--- src/irq_ctrl_consts.svh ---
// Constants for the prioritized interrupt controller: offsets, fields, resets, timing.
//
// Functional notes
// Fifteen sources, six external, nine internal, own vectors.
// Software trap and watchdog are pseudo non-maskable.
// Latch sets on request, clears after acceptance.
// Reset forces every request latch to zero.
// No trap latch; latches only at 2..15.
// Fixed priority, reset 0 down to ext5 15.
// Vector is top word minus two per level.
// Maskable accepted only with master and own enable.
// Write clears latch on zero, one leaves it.
// Software reads all request latches for polling.
// Latches mapped as low byte, then high byte.
// Software clears latches whole-register, never watchdog latch; here a zero in bit 2 clears it.
// Pseudo non-maskables ignore master and own enables.
// Pseudo non-maskable services never nest.
// Enable word at two addresses, fully read/write.
// Enabled source or ext0 request ends idle.
// Watchdog pending at idle entry blocks idle.
// Master enable is bit zero, reset clears it.
// Accepting maskable request clears master enable.
// Acceptance takes eight machine cycles after instruction.
// Ext0 gated by master enable and gate bit.
// Request and vector out, accept pulse clears.
`ifndef IRQ_CTRL_CONSTS_SVH
`define IRQ_CTRL_CONSTS_SVH

// ---------------------------------------------------------------------------
// Register indices; the byte address is four times the index.
// ---------------------------------------------------------------------------
`define IRQ_IDX_EN_LO    6'h3A
`define IRQ_IDX_EN_HI    6'h3B
`define IRQ_IDX_PEND_LO  6'h3C
`define IRQ_IDX_PEND_HI  6'h3D
`define IRQ_IDX_STATUS   6'h3E

// ---------------------------------------------------------------------------
// Field positions and reset values.
// ---------------------------------------------------------------------------
`define IRQ_IMF_BIT      0
`define IRQ_EF_LSB       4
`define IRQ_LATCH_LSB    2
`define IRQ_LVL_BOOT     4'h0
`define IRQ_LVL_TRAP     4'h1
`define IRQ_LVL_WDOG     4'h2
`define IRQ_LVL_EXT0     4'h3
`define IRQ_PEND_RST     16'h0000
`define IRQ_EN_RST       16'h0000
`define IRQ_VEC_TOP      16'hFFFE

// ---------------------------------------------------------------------------
// Timing: clocks per machine cycle and machine cycles per acceptance.
// ---------------------------------------------------------------------------
`define IRQ_MCYC_CLKS    4
`define IRQ_ACCEPT_MCYC  8

`endif

--- src/irq_ctrl_pkg.sv ---
// Types and shared helpers for the prioritized interrupt controller.
package irq_ctrl_pkg;

`include "irq_ctrl_consts.svh"

    // -----------------------------------------------------------------------
    // Acceptance sequencer states, one-hot.
    // -----------------------------------------------------------------------
    typedef enum logic [2:0]
    {
        ST_WAIT  = 3'b001,
        ST_SEQ   = 3'b010,
        ST_OFFER = 3'b100
    } seq_state_t;

    // Request offered to the CPU core.
    typedef struct packed
    {
        logic        req;
        logic [15:0] vector;
        logic [3:0]  level;
    } cpu_req_t;

    // Strobes coming back from the CPU core, all one-cycle pulses but sw_trap.
    typedef struct packed
    {
        logic insn_end;
        logic accept;
        logic ret_maskable;
        logic ret_nmi;
        logic idle_enter;
        logic sw_trap;
    } cpu_rsp_t;

    // Vector table entry for a priority level.
    function automatic logic [15:0] vector_of(input logic [3:0] lvl);
        return `IRQ_VEC_TOP - {11'h000, lvl, 1'b0};
    endfunction : vector_of

endpackage : irq_ctrl_pkg

--- src/irq_controller.sv ---
// Prioritized vectored interrupt controller with Avalon-MM register access.
`timescale 1ns/100ps
`include "irq_ctrl_consts.svh"
module irq_controller
#(
    parameter int MCYC_CLKS   = `IRQ_MCYC_CLKS,   // Clocks per machine cycle.
    parameter int ACCEPT_MCYC = `IRQ_ACCEPT_MCYC  // Machine cycles per acceptance.
)
(
    // Clock and reset.
    input  wire logic                  mclk,
    input  wire logic                  rst,
    // Avalon-MM slave.
    input  wire logic [7:0]            address,
    input  wire logic                  read,
    input  wire logic                  write,
    input  wire logic [31:0]           writedata,
    input  wire logic [3:0]            byteenable,
    output logic [31:0]                readdata,
    output logic                       waitrequest,
    // Source events, one-cycle pulses on mclk, bit n is latch n.
    input  wire logic [15:2]           src_pulse,
    input  wire logic                  ext0_gate_bit,
    // CPU core link.
    input  wire irq_ctrl_pkg::cpu_rsp_t cpu_rsp,
    output irq_ctrl_pkg::cpu_req_t     cpu_req,
    output logic                       idle_state
);
    import irq_ctrl_pkg::*;

    // -----------------------------------------------------------------------
    // State.
    // -----------------------------------------------------------------------
    logic [15:2] pending_latch;       // Request latches.
    logic [15:2] next_pending_latch;
    logic        master_enable_flag;  // Global maskable enable.
    logic        next_master_enable_flag;
    logic [15:4] source_enable_flag;  // Per-source enables.
    logic [15:4] next_source_enable_flag;
    logic        boot_pending;        // Reset vector still to be offered.
    logic        next_boot_pending;
    logic        nmi_active;          // A pseudo non-maskable service runs.
    logic        next_nmi_active;
    logic        imf_saved;           // Master enable at pseudo NMI entry.
    logic        next_imf_saved;
    seq_state_t  state;               // Acceptance sequencer.
    seq_state_t  next_state;
    logic [7:0]  mdiv;                // Clock count within a machine cycle.
    logic [7:0]  next_mdiv;
    logic [7:0]  mcount;              // Machine cycles spent in acceptance.
    logic [7:0]  next_mcount;
    cpu_req_t    next_cpu_req;
    logic        next_idle_state;
    logic        next_waitrequest;
    logic [31:0] next_readdata;

    // -----------------------------------------------------------------------
    // Decoded bus and selection signals.
    // -----------------------------------------------------------------------
    logic [5:0]  idx;         // Register index from the byte address.
    logic        wr_take;     // Write completes this edge, low lane enabled.
    logic [15:0] pend_all;    // Boot, trap and latches as one vector.
    logic [15:0] enables;     // Enable word as software sees it.
    logic        any_win;     // Some request is eligible.
    logic [3:0]  win_level;   // Highest priority eligible level.
    logic        wake;        // Idle release condition.
    logic        mtick;       // Last clock of a machine cycle.
    logic        take_accept; // CPU accepted the offered request.

    assign idx         = address[7:2];
    assign wr_take     = write & ~waitrequest & byteenable[0];
    assign pend_all    = {pending_latch, cpu_rsp.sw_trap, boot_pending};
    assign enables     = {source_enable_flag, 3'b000, master_enable_flag};
    assign mtick       = (mdiv == 8'(MCYC_CLKS - 1));
    assign take_accept = (state == ST_OFFER) & cpu_rsp.accept;

    // Gating and priority selection.
    irq_priority_pick u_pick
    (
        .pend_all      (pend_all),
        .enables       (enables),
        .ext0_gate_bit (ext0_gate_bit),
        .nmi_active    (nmi_active),
        .any_win       (any_win),
        .win_level     (win_level),
        .wake          (wake)
    );

    // -----------------------------------------------------------------------
    // Bus slave: one wait state, then read data and write effect together.
    // -----------------------------------------------------------------------
    always_comb
    begin
        next_waitrequest = ~((read | write) & waitrequest);
        next_readdata    = 32'h0000_0000;
        // Unmapped indices read as zero; reserved bits read as zero.
        case (idx)
            `IRQ_IDX_EN_LO:   next_readdata[7:0] = enables[7:0];
            `IRQ_IDX_EN_HI:   next_readdata[7:0] = enables[15:8];
            `IRQ_IDX_PEND_LO: next_readdata[7:0] = {pending_latch[7:2], 2'b00};
            `IRQ_IDX_PEND_HI: next_readdata[7:0] = pending_latch[15:8];
            `IRQ_IDX_STATUS:  next_readdata[7:0] = {idle_state, nmi_active, state[2],
                                                    1'b0, cpu_req.level};
            default:          next_readdata[7:0] = 8'h00;
        endcase
    end

    always_ff @(posedge mclk or posedge rst)
    begin
        if (rst)
        begin
            waitrequest <= 1'b1;
            readdata    <= 32'h0000_0000;
        end
        else
        begin
            waitrequest <= next_waitrequest;
            readdata    <= next_readdata;
        end
    end

    // -----------------------------------------------------------------------
    // Latches and enables. A source event in the same cycle as a clear by
    // software or by acceptance wins, so no request is ever lost.
    // -----------------------------------------------------------------------
    always_comb
    begin
        next_pending_latch      = pending_latch;
        next_master_enable_flag = master_enable_flag;
        next_source_enable_flag = source_enable_flag;
        next_boot_pending       = boot_pending;
        next_nmi_active         = nmi_active;
        next_imf_saved          = imf_saved;
        // Writes of zero clear, ones keep; no write can set a latch.
        if (wr_take && idx == `IRQ_IDX_PEND_LO)
        begin
            next_pending_latch[7:2] = pending_latch[7:2] & writedata[7:2];
        end
        if (wr_take && idx == `IRQ_IDX_PEND_HI)
        begin
            next_pending_latch[15:8] = pending_latch[15:8] & writedata[7:0];
        end
        // Enable word is plain storage, so bit operations work on it.
        if (wr_take && idx == `IRQ_IDX_EN_LO)
        begin
            next_master_enable_flag = writedata[`IRQ_IMF_BIT];
            next_source_enable_flag[7:4] = writedata[7:4];
        end
        if (wr_take && idx == `IRQ_IDX_EN_HI)
        begin
            next_source_enable_flag[15:8] = writedata[7:0];
        end
        // Return instructions restore the master enable.
        if (cpu_rsp.ret_maskable)
        begin
            next_master_enable_flag = 1'b1;
        end
        if (cpu_rsp.ret_nmi)
        begin
            next_master_enable_flag = imf_saved;
            next_nmi_active         = 1'b0;
        end
        // Acceptance clears the source latch and the master enable, which blocks further maskable requests.
        if (take_accept)
        begin
            next_master_enable_flag = 1'b0;
            if (cpu_req.level >= `IRQ_LVL_WDOG)
            begin
                next_pending_latch[cpu_req.level] = 1'b0;
            end
            if (cpu_req.level == `IRQ_LVL_BOOT)
            begin
                next_boot_pending = 1'b0;
            end
            else if (cpu_req.level <= `IRQ_LVL_WDOG)
            begin
                next_nmi_active = 1'b1;
                next_imf_saved  = master_enable_flag;
            end
        end
        // Source events set last so that they beat any clear.
        next_pending_latch = next_pending_latch | src_pulse;
    end

    always_ff @(posedge mclk or posedge rst)
    begin
        if (rst)
        begin
            pending_latch      <= 14'(`IRQ_PEND_RST >> `IRQ_LATCH_LSB);
            master_enable_flag <= 1'(`IRQ_EN_RST >> `IRQ_IMF_BIT);
            source_enable_flag <= 12'(`IRQ_EN_RST >> `IRQ_EF_LSB);
            boot_pending       <= 1'b1;
            nmi_active         <= 1'b0;
            imf_saved          <= 1'b0;
        end
        else
        begin
            pending_latch      <= next_pending_latch;
            master_enable_flag <= next_master_enable_flag;
            source_enable_flag <= next_source_enable_flag;
            boot_pending       <= next_boot_pending;
            nmi_active         <= next_nmi_active;
            imf_saved          <= next_imf_saved;
        end
    end

    // -----------------------------------------------------------------------
    // Acceptance sequencer. The winner is frozen at the end of an instruction
    // and offered after the fixed acceptance time; a later, higher request
    // waits for the next instruction boundary, as on the original core.
    // -----------------------------------------------------------------------
    always_comb
    begin
        next_state   = state;
        next_cpu_req = cpu_req;
        next_mdiv    = mtick ? 8'h00 : mdiv + 8'h01;
        next_mcount  = mcount;
        case (state)
            ST_WAIT:
            begin
                if (cpu_rsp.insn_end && any_win)
                begin
                    next_state         = ST_SEQ;
                    next_cpu_req.level = win_level;
                    next_mdiv          = 8'h00;
                    next_mcount        = 8'h00;
                end
            end
            ST_SEQ:
            begin
                if (mtick)
                begin
                    next_mcount = mcount + 8'h01;
                    if (mcount == 8'(ACCEPT_MCYC - 1))
                    begin
                        next_state          = ST_OFFER;
                        next_cpu_req.req    = 1'b1;
                        next_cpu_req.vector = vector_of(cpu_req.level);
                    end
                end
            end
            ST_OFFER:
            begin
                if (cpu_rsp.accept)
                begin
                    next_state       = ST_WAIT;
                    next_cpu_req.req = 1'b0;
                end
            end
            default:
            begin
                next_state   = ST_WAIT;
                next_cpu_req = '0;
            end
        endcase
    end

    always_ff @(posedge mclk or posedge rst)
    begin
        if (rst)
        begin
            state   <= ST_WAIT;
            cpu_req <= '0;
            mdiv    <= 8'h00;
            mcount  <= 8'h00;
        end
        else
        begin
            state   <= next_state;
            cpu_req <= next_cpu_req;
            mdiv    <= next_mdiv;
            mcount  <= next_mcount;
        end
    end

    // -----------------------------------------------------------------------
    // Idle state. Entry is refused while a watchdog request waits, because
    // the watchdog is halted in idle and could never wake the core.
    // -----------------------------------------------------------------------
    always_comb
    begin
        next_idle_state = idle_state;
        if (idle_state && wake)
        begin
            next_idle_state = 1'b0;
        end
        else if (cpu_rsp.idle_enter && !pending_latch[`IRQ_LVL_WDOG] && !wake)
        begin
            next_idle_state = 1'b1;
        end
    end

    always_ff @(posedge mclk or posedge rst)
    begin
        if (rst)
        begin
            idle_state <= 1'b0;
        end
        else
        begin
            idle_state <= next_idle_state;
        end
    end

    logic [15:0] seq_clocks;  // Clocks since the winner was frozen.
    always_ff @(posedge mclk or posedge rst)
    begin
        if (rst)
        begin
            seq_clocks <= 16'h0000;
        end
        else
        begin
            seq_clocks <= (state == ST_WAIT) ? 16'h0000 : seq_clocks + 16'h0001;
        end
    end
endmodule : irq_controller

--- src/irq_priority_pick.sv ---
// Eligibility gating, fixed-priority selection and idle wake detection.
`timescale 1ns/100ps
`include "irq_ctrl_consts.svh"
module irq_priority_pick
(
    // Request state.
    input  wire logic [15:0] pend_all,
    input  wire logic [15:0] enables,
    input  wire logic        ext0_gate_bit,
    input  wire logic        nmi_active,
    // Selection results.
    output logic             any_win,
    output logic [3:0]       win_level,
    output logic             wake
);
    import irq_ctrl_pkg::*;

    logic [15:0] eligible;  // Requests that may be accepted now.

    // -----------------------------------------------------------------------
    // Gating of every level but boot by its enable condition.
    // -----------------------------------------------------------------------
    always_comb
    begin
        eligible    = 16'h0000;
        eligible[0] = pend_all[0];
        // Trap and watchdog skip the enables, but never nest.
        eligible[1] = pend_all[1] & ~nmi_active;
        eligible[2] = pend_all[2] & ~nmi_active;
        // Ext0 has no own enable flag, only its gate bit.
        eligible[3] = pend_all[3] & enables[`IRQ_IMF_BIT] & ext0_gate_bit;
        for (int i = `IRQ_EF_LSB; i < 16; i++)
        begin
            eligible[i] = pend_all[i] & enables[`IRQ_IMF_BIT] & enables[i];
        end
    end

    // -----------------------------------------------------------------------
    // Lowest level number wins; the loop runs downward so it is assigned last.
    // -----------------------------------------------------------------------
    always_comb
    begin
        any_win   = |eligible;
        win_level = 4'h0;
        for (int i = 15; i >= 0; i--)
        begin
            if (eligible[i])
            begin
                win_level = 4'(i);
            end
        end
    end

    // Idle ends on any individually enabled source or an ext0 request.
    always_comb
    begin
        wake = pend_all[3] | (|(pend_all[15:4] & enables[15:4]));
    end

endmodule : irq_priority_pick

--- config.mk ---
export PLATFORM = sky130hd
export DESIGN_NAME = irq_controller
export DESIGN_NICKNAME = d
export VERILOG_FILES = /design/src/irq_ctrl_pkg.sv /design/src/irq_controller.sv /design/src/irq_priority_pick.sv
export VERILOG_INCLUDE_DIRS = /design/src
export SDC_FILE = /design/constraint.sdc
export NUM_CORES = 1
export LEC_CHECK = 0
export BUFFER_PORTS_ARGS = -buffer_cell sky130_fd_sc_hd__clkbuf_2
export CAP_MARGIN = 20
export CORE_MARGIN = 4
export CORE_UTILIZATION = 51
export CTS_CLUSTER_SIZE = 30
export DETAILED_ROUTE_END_ITERATION = 12
export PLACE_DENSITY_LB_ADDON = 0.12
export SKIP_CTS_REPAIR_TIMING = 1
export SLEW_MARGIN = 10
export SYNTH_ARGS = -nofsm -noshare
export SYNTH_HDL_FRONTEND = slang
export SYNTH_SLANG_ARGS = --single-unit
--- constraint.sdc ---
create_clock -name mclk -period 3.1 [get_ports mclk]
set_input_delay 0.465 -clock mclk [delete_from_list [all_inputs] [get_ports mclk]]
set_output_delay 0.465 -clock mclk [all_outputs]
set_load 0.05 [all_outputs]
**Word level (Yosys, flattened, before mapping)**

Index checks and enable logic that the tools add are counted.

- Flip-flop bits (word level): 80
- Bits in latches: 0
- Memory bits (writable): 0
- Bits in read-only memories: 0
- Input bits: 69
- Logic and storage cells: 161
- Memories: 0

- Add/subtract/negate cells: 3
- Multiply operators: 0
- Div/mod/pow operators: 0
- Order comparisons: 4
- Eq/ne operators: 14
- Shift-type cells: 0
- Multiplexer cells: 51
- Bitwise logic cells: 47
- Reductions and logical operators: 26

Operator list:

| kind | number |
|---|---|
| 2-to-1 mux 4 bit | 17 |
| 2-to-1 mux 8 bit | 6 |
| case mux 8 bit (5 select lines) | 1 |
| 2-to-1 mux 17 bit | 2 |
| bitwise AND 1 bit | 32 |
| case mux 16 bit (2 select lines) | 1 |
| equality test 6 bit, second input constant | 5 |
| 2-to-1 mux 14 bit | 2 |
| adder 8 x 1 -> 8 bit, second input constant | 2 |
| case mux 8 bit (2 select lines) | 1 |
| OR reduction 16 bit | 1 |
| bitwise AND 14 bit | 1 |
| NOT 14 bit | 1 |
| bitwise OR 14 bit | 1 |
| bitwise AND 12 bit | 1 |
| 2-to-1 mux 1 bit | 12 |
| 2-to-1 mux 3 bit | 4 |
| OR reduction 12 bit | 1 |
| logical AND 1 bit | 9 |
| case mux 3 bit (3 select lines) | 1 |
| AND reduction 3 bit | 3 |
| bitwise AND 8 bit | 1 |
| equality test 8 x 2 -> 1 bit, second input constant | 1 |
| equality test 8 x 3 -> 1 bit, second input constant | 1 |
| other kinds (23) | 38 |

**Longest topological paths before layout**

Gate-level depths: netlist of the first run.

- Depth in word-level cells: 20
- Mapped depth: 8
- Mapped depth without buffers: 6

**Hierarchy**

Synthesis of the first run repeated with hierarchy kept, for this count alone.

- Cells, all modules: 394
- Area, all modules: 3932.5 sq um

Modules (own cells, without submodules):

| module | times used | cells each | area an instance (sq um) | sequential area each (sq um) |
|---|---|---|---|---|
| irq_controller | 1 | 344 | 3623.5 | 1730.4 |
| irq_priority_pick | 1 | 50 | 309.0 | 0.0 |

**Least setup slack after synthesis of the first run**

No wires, ideal clock.

- Path kind: flip-flop to flip-flop
- Start point: register mdiv[0]
- End point: register mcount[4]
- Arrival: 2147 ps
- Data required time: 3034 ps
- Path slack: 887 ps
- Cell stages (with the launch flop): 6
- Cells stage by stage: dfrtp_1 ha_1 or4b_4 or4_4 or4b_1 nand2_1

- Word-level cells in the longest chain between the ends: 3

RTL lines:

| element | RTL line | RTL |
|---|---|---|
| from (decl) | irq_controller.sv:48 | `logic [7:0] mdiv;` |
| from (signal assigned) | irq_controller.sv:271 | `mdiv <= next_mdiv;` |
| equality test 8 x 2 -> 1 bit | irq_controller.sv:74 | `assign mtick = (mdiv == 8'(MCYC_CLKS - 1));` |
| inequality test 2 bit (no line) | - |  |
| AND reduction 3 bit (no line) | - |  |
| to (signal assigned) | irq_controller.sv:272 | `mcount <= next_mcount;` |
| to (decl) | irq_controller.sv:50 | `logic [7:0] mcount;` |

Every way passes these cells.
A chain may end at the register's enable or synchronous reset.

**Worst setup path in the final report of the first run**

- Start point: register mdiv[0]
- End point: register mcount[5]

Same word-level chain as after synthesis.

==> results of run 1 <==
[layer usage]
metal | wire, um | GRT usage
met3 | 493 | 0.06867
met5 | 0 | 0
met2 | 4740 | 0.3761
met4 | 198 | 0.07572
met1 | 4166 | 0.2836
[critical path, cell delays in order, from the launching register on]
cell,delay [ns]
dfrtp_1,0.41
ha_1,0.25
or4b_4,0.51
or4_4,0.59
or4b_1,0.53
nand2_1,0.08
[cell families after synthesis]
group | count (synthesis)
AOI/OAI and AO/OA | 107
and+or+nand+nor | 134
adders and majority gates | 2
DFF | 69
xor gates and xnor gates | 8
buffers and inverters | 60
muxes | 18
other | 1
[worst paths after layout]
kind	from	to	slack, ns
min reg2reg	cpu_req[5]$_DFFE_PP0P_	cpu_req[5]$_DFFE_PP0P_	0.49
max	mdiv[0]$_DFF_PP0_	mcount[5]$_DFFE_PP0P_	0.67
max in group asynchronous	rst	mcount[6]$_DFFE_PP0P_	2.19
min	rst	source_enable_flag[4]$_DFFE_PP0P_	0.13
max reg2reg	mdiv[0]$_DFF_PP0_	mcount[5]$_DFFE_PP0P_	0.67
min in group mclk	read	waitrequest$_DFF_PP1_	0.28
[final cells by class]
cell class,instances,area share
inverters,13,0.01113
clock buffers,11,0.02997
multi-input cells,294,0.4275
well taps,99,0.02825
flip-flops and latches,69,0.3947
repair buffers,78,0.09703
clock inverters,4,0.01142
[sequential cells by signal (all words and copies together) (netlist names)]
name / count
pending_latch: 14
source_enable_flag: 12
cpu_req: 10
mcount: 8
mdiv: 8
readdata: 8
state: 3
boot_pending: 1
idle_state: 1
imf_saved: 1
master_enable_flag: 1
nmi_active: 1
waitrequest: 1
[Yosys cell counts (all sizes together), types with 3 or more instances]
library cell	n	area (um^2)
mux2i	10	100.1
mux2	8	90.09
nor2b	13	81.33
dfstp	3	78.83
nor4	3	18.77
a21o	12	90.09
buf	40	301.5
a22oi	15	112.6
o21bai	3	22.52
a22o	6	52.55
o211ai	4	30.03
o31ai	3	22.52
a21oi	12	60.06
xnor2	3	26.28
nor3b	3	22.52
o2bb2ai	4	35.03
or4b	5	53.80
nor2	24	90.09
clkbuf	7	26.28
and2	5	31.28
nand2b	5	31.28
and3	7	45.05
nand3	16	80.08
o21ai	24	120.1
nand2	33	123.9
nor3	5	25.02
inv	13	48.80
a31o	6	52.55
dfrtp	66	1652
xor2	5	43.79
[power by group]
part           switching [W]  internal, W
registers           0.000132     0.000999
clock network       0.000332     0.000366
logic               0.000596     0.000267
total                0.00106      0.00163
[metrics by stage]
step	util	cell area (um^2)
6_report	0.5981	4384
2_1_floorplan	-	3981
3_3_place_gp	0.5706	4183
5_1_grt	0.5981	4384
4_1_cts	0.5981	4384
3_5_place_dp	0.5733	4203
==> results by group, run 1 <==
CTS
  • Skew-Pair Late Insertion Delay: 0.35 ns
  • Root Buffer: clkbuf_8
  • Clock Tree Buf Depth: 2
  • Htree depth: 3
  • CTS tree: done
  • Cts bufs inserted: 9
  • Clock-pin slew on the worst setup and hold paths: 0.08 ns
  • Clk sinks: 69

Logic synthesis
  • Mux cell area share after synthesis: 0.04887
  • Post-synthesis simple-gate area fraction: 0.1871
  • Async S/R FF share, synth: 1.000
  • Part of the Yosys area used for sequential elements: 0.4447
  • Number of distinct library cells after synthesis: 64
  • Adder-cell share of the synthesized area: 0.006431
  • Largest family of logic cells by synthesized area: compound AO/OA/AOI/OAI gates
  • Synth Instances: 399
  • Top FF cell, synth: dfrtp_1
  • EDFF count, synth: 0
  • Register bit count reported by yosys: 69
  • Mapped Area: 3891 um^2
  • Synth Area in XOR/XNOR: 0.01801
  • Yosys warns: 0
  • Synth Area in Compound Gates: 0.1971
  • Syn_area_per_cell: 9.752 um^2

Detailed routing
  • Drt via density: 5.651
  • TritonRoute pass-1 iters: 4
  • DRC: 0
  • Vias: 3210
  • Antenna Nets Post-Route: 0
  • Routed WL per cell: 16.90 um
  • Final WL: 9599 um
  • DR iter-0 viols: 168

Timing
  • PnR worst setup slack: 0.6739 ns
  • Worst Skew: 0.01269 ns
  • RSZ-0062 raised after global routing: false
  • Max_slew headroom: 0.5474
  • Final hold violation count: 0
  • # setup viols final: 0
  • TNS Setup: 0 ns
  • Period utilisation layout: 0.7826
  • Worst-Margin Slew: 0.6737 ns
  • Final Critical Period: 2.426 ns
  • WHS: 0.1324 ns
  • Final slew viol count: 0
  • Maximum clock frequency: 412.2 MHz

Global routing
  • Gr ovfl total: 0
  • Largest net degree at the start of global routing: 33
  • Antenna violations before repair: 0
  • GRT Total Usage: 0.2276
  • First-pass GRT wire length: 15490 um
  • Vias in the first global route: 3120

Setup path
  • WP data required: 3.38 ns
  • Worst setup SP type: flop
  • Worst EP arrival: 2.70 ns
  • Kind of critical path: reg2reg
  • Worst reg2reg path depth: 5
  • Worst Path Max Fanout: 14
  • Crit end category: flop

Die
  • I/O pins: 124
  • Die area: 9092 um^2
  • Initial Util: 0.5308
  • Core area: 7331 um^2
  • Die W: 95.35 um
  • Site Rows: 31
  • Die height: 95.35 um

Placed design
  • Detailed placer's ending HPWL: 7441 um
  • GP Congestion: 0.9063
  • Port Buf Inserts: 69
  • Cells after DPL: 553
  • Minimum setup slack after placement: 0.6634 ns

Finish
  • Layout Nets: 536
  • Fillers: 648
  • Footprint of the multi-input gates: 1874 um^2
  • Finished Layout Cells: 568
  • Most frequent cells in the layout: clkbuf_2, dfrtp_1, nand2_1
  • Layout area overhead: 12.67%
  • Layout cell share with drive strength beyond 1: 0.2537
  • Inserted Diodes: 0
  • Register area: 1730 um^2
  • Most common cell after layout, fill and taps aside: clkbuf_2

Pwr
  • P_leak: 2.040 nW
  • Pwr Total: 0.002693 W
  • Peak supply drop: 0.0002521 V
  • Pwr Density: 614.2 nW/um^2

Min path
  • HP Class: in2async

Run
  • Max-Cap Viols: 0

Outcome
  • Status: completed
Power figures use the tool's default switching activity.
==> inputs of run 2 (changes only) <==
- CORE_UTILIZATION: 51 -> 46
- clock period: 3.1 -> 2.2 ns (I/O delays scaled with it)
==> run 2 against run 1 <==
  * Final cell count grew 8.3%
  * Hold slack got worse by 0.094 ns
  * Largest cell class unchanged
  * Non-clock buffer count increased by 40
  * Via count is 4.5% higher
  * Largest power group unchanged
  * Sequential share of layout area down 3.1 points
  * Die area rose by 9.9%
  * Combinational power increased by 66%
  * Highest routed layer unchanged
  * Critical path depth unchanged
  * Critical endpoint unchanged
  * Total power grew 50%
==> results by group, run 2 (synthesis results as in run 1) <==
Outcome
  • Status: completed

Finish
  • Register area: 1730 um^2
  • Biggest regs: pending_latch (14), source_enable_flag (12), cpu_req (10)
  • Layout Nets: 576
  • Layout cell share with drive strength beyond 1: 0.3255
  • Fillers: 747
  • Most frequent cells in the layout: clkbuf_2, dfrtp_1, buf_4
  • Finished Layout Cells: 615
  • Most flop-heavy register: pending_latch
  • Footprint of the multi-input gates: 1923 um^2
  • Max reg flops: 14
  • Inserted Diodes: 0
  • Layout area overhead: 22.22%
  • Most common cell after layout, fill and taps aside: clkbuf_2

Pwr
  • Clock network fraction of total power: 0.257
  • Psw: 0.001557 W
  • Internal: 0.002471 W
  • Pwr Density: 847.0 nW/um^2
  • Seq pwr share: 0.388
  • Logic pwr share: 0.355
  • P_leak: 2.246 nW
  • Sw Ratio: 0.3866
  • Peak supply drop: 0.0006264 V
  • Pwr Total: 0.004028 W

Setup path
  • Worst setup SP type: flop
  • Worst reg2reg path depth: 5
  • Worst Path Max Fanout: 6
  • WP data required: 2.49 ns
  • Worst EP arrival: 2.48 ns
  • Kind of critical path: reg2reg
  • Crit end category: flop

Detailed routing
  • Final WL: 10110 um
  • DR iter-0 viols: 175
  • Vias: 3356
  • Antenna Nets Post-Route: 0
  • DRC: 0
  • Routed WL per cell: 16.44 um
  • Drt via density: 5.457
  • TritonRoute pass-1 iters: 5

Timing
  • Final Critical Period: 2.187 ns
  • WHS: 0.03869 ns
  • # setup viols final: 0
  • Worst Skew: 0.01267 ns
  • RSZ-0062 raised after global routing: true
  • Worst-Margin Slew: 0.5788 ns
  • Max_slew headroom: 0.6141
  • PnR worst setup slack: 0.01323 ns
  • Period utilisation layout: 0.9940
  • Maximum clock frequency: 457.3 MHz
  • Final hold violation count: 0
  • Final slew viol count: 0

CTS
  • CTS tree: done
  • Clk sinks: 69
  • Root Buffer: clkbuf_8
  • Clock-pin slew on the worst setup and hold paths: 0.08 ns
  • Skew-Pair Late Insertion Delay: 0.35 ns
  • Cts bufs inserted: 9
  • Clock Tree Buf Depth: 2
  • Htree depth: 3

Global routing
  • First-pass GRT wire length: 16510 um
  • Gr ovfl total: 0
  • Largest net degree at the start of global routing: 70
  • Vias in the first global route: 3230
  • GRT Total Usage: 0.2120
  • Antenna violations before repair: 0

Placed design
  • Minimum setup slack after placement: -0.06086 ns
  • Detailed placer's ending HPWL: 7664 um
  • GP Congestion: 0.8996
  • Cells after DPL: 596
  • Port Buf Inserts: 69

Die
  • Initial Util: 0.4736
  • Site Rows: 33
  • Die height: 99.98 um
  • Die area: 9995 um^2
  • Core area: 8217 um^2
  • I/O pins: 124
  • Die W: 99.98 um

Run
  • Max-Cap Viols: 0

Min path
  • HP Class: in2async
-- run 2: final cells by class --
type	count	share of cell area
clock inverters	4	0.009997
repair buffers	118	0.1534
clock buffers	12	0.03052
well taps	105	0.02762
multi-input cells	294	0.4044
flip-flops and latches	69	0.3639
inverters	13	0.01026
-- run 2: worst max-delay path: stages, from the launching register on --
cell	delay, ns
dfrtp_1	0.36
ha_2	0.18
or4b_4	0.46
or4_4	0.57
or4b_1	0.49
nand2_1	0.08
-- run 2: path summary, 6_finish.rpt --
check | endpoint | slack, ns | from
min in group mclk | waitrequest$_DFF_PP1_ | 0.12 | read
min | readdata[7]$_DFF_PP0_ | 0.04 | rst
max reg2reg | mcount[5]$_DFFE_PP0P_ | 0.01 | mdiv[1]$_DFF_PP0_
max | mcount[5]$_DFFE_PP0P_ | 0.01 | mdiv[1]$_DFF_PP0_
max in group asynchronous | boot_pending$_DFFE_PP1P_ | 1.85 | rst
min reg2reg | waitrequest$_DFF_PP1_ | 0.49 | waitrequest$_DFF_PP1_
-- run 2: metrics by stage --
| step | instance area [um^2] | TNS, ns | utilization |
|---|---|---|---|
| 5_1_grt | 4756 | -0.4650 | 0.5788 |
| 2_1_floorplan | 3984 | 0 | - |
| 6_report | 4756 | 0 | 0.5788 |
| 3_3_place_gp | 4491 | -0.08469 | 0.5465 |
| 3_5_place_dp | 4491 | -0.1102 | 0.5465 |
| 4_1_cts | 4683 | -0.2416 | 0.5700 |
-- run 2: power by group through the flow --
stage          logic, W  registers, W  clock network [W]
5_1_grt         0.00155       0.00159            0.00111
2_1_floorplan  0.000916       0.00171                  0
3_3_place_gp    0.00137       0.00158                  0
6_report        0.00143       0.00156            0.00103
3_5_place_dp    0.00138       0.00158                  0
4_1_cts         0.00138       0.00156            0.00105
-- run 2: layer usage --
metal,vias up,GRT usage,share of wire
li1,1611,-,-
met1,1616,0.3095,0.46
met2,117,0.3166,0.46
met3,12,0.03475,0.064
met4,0,0.08187,0.015
met5,-,0,0
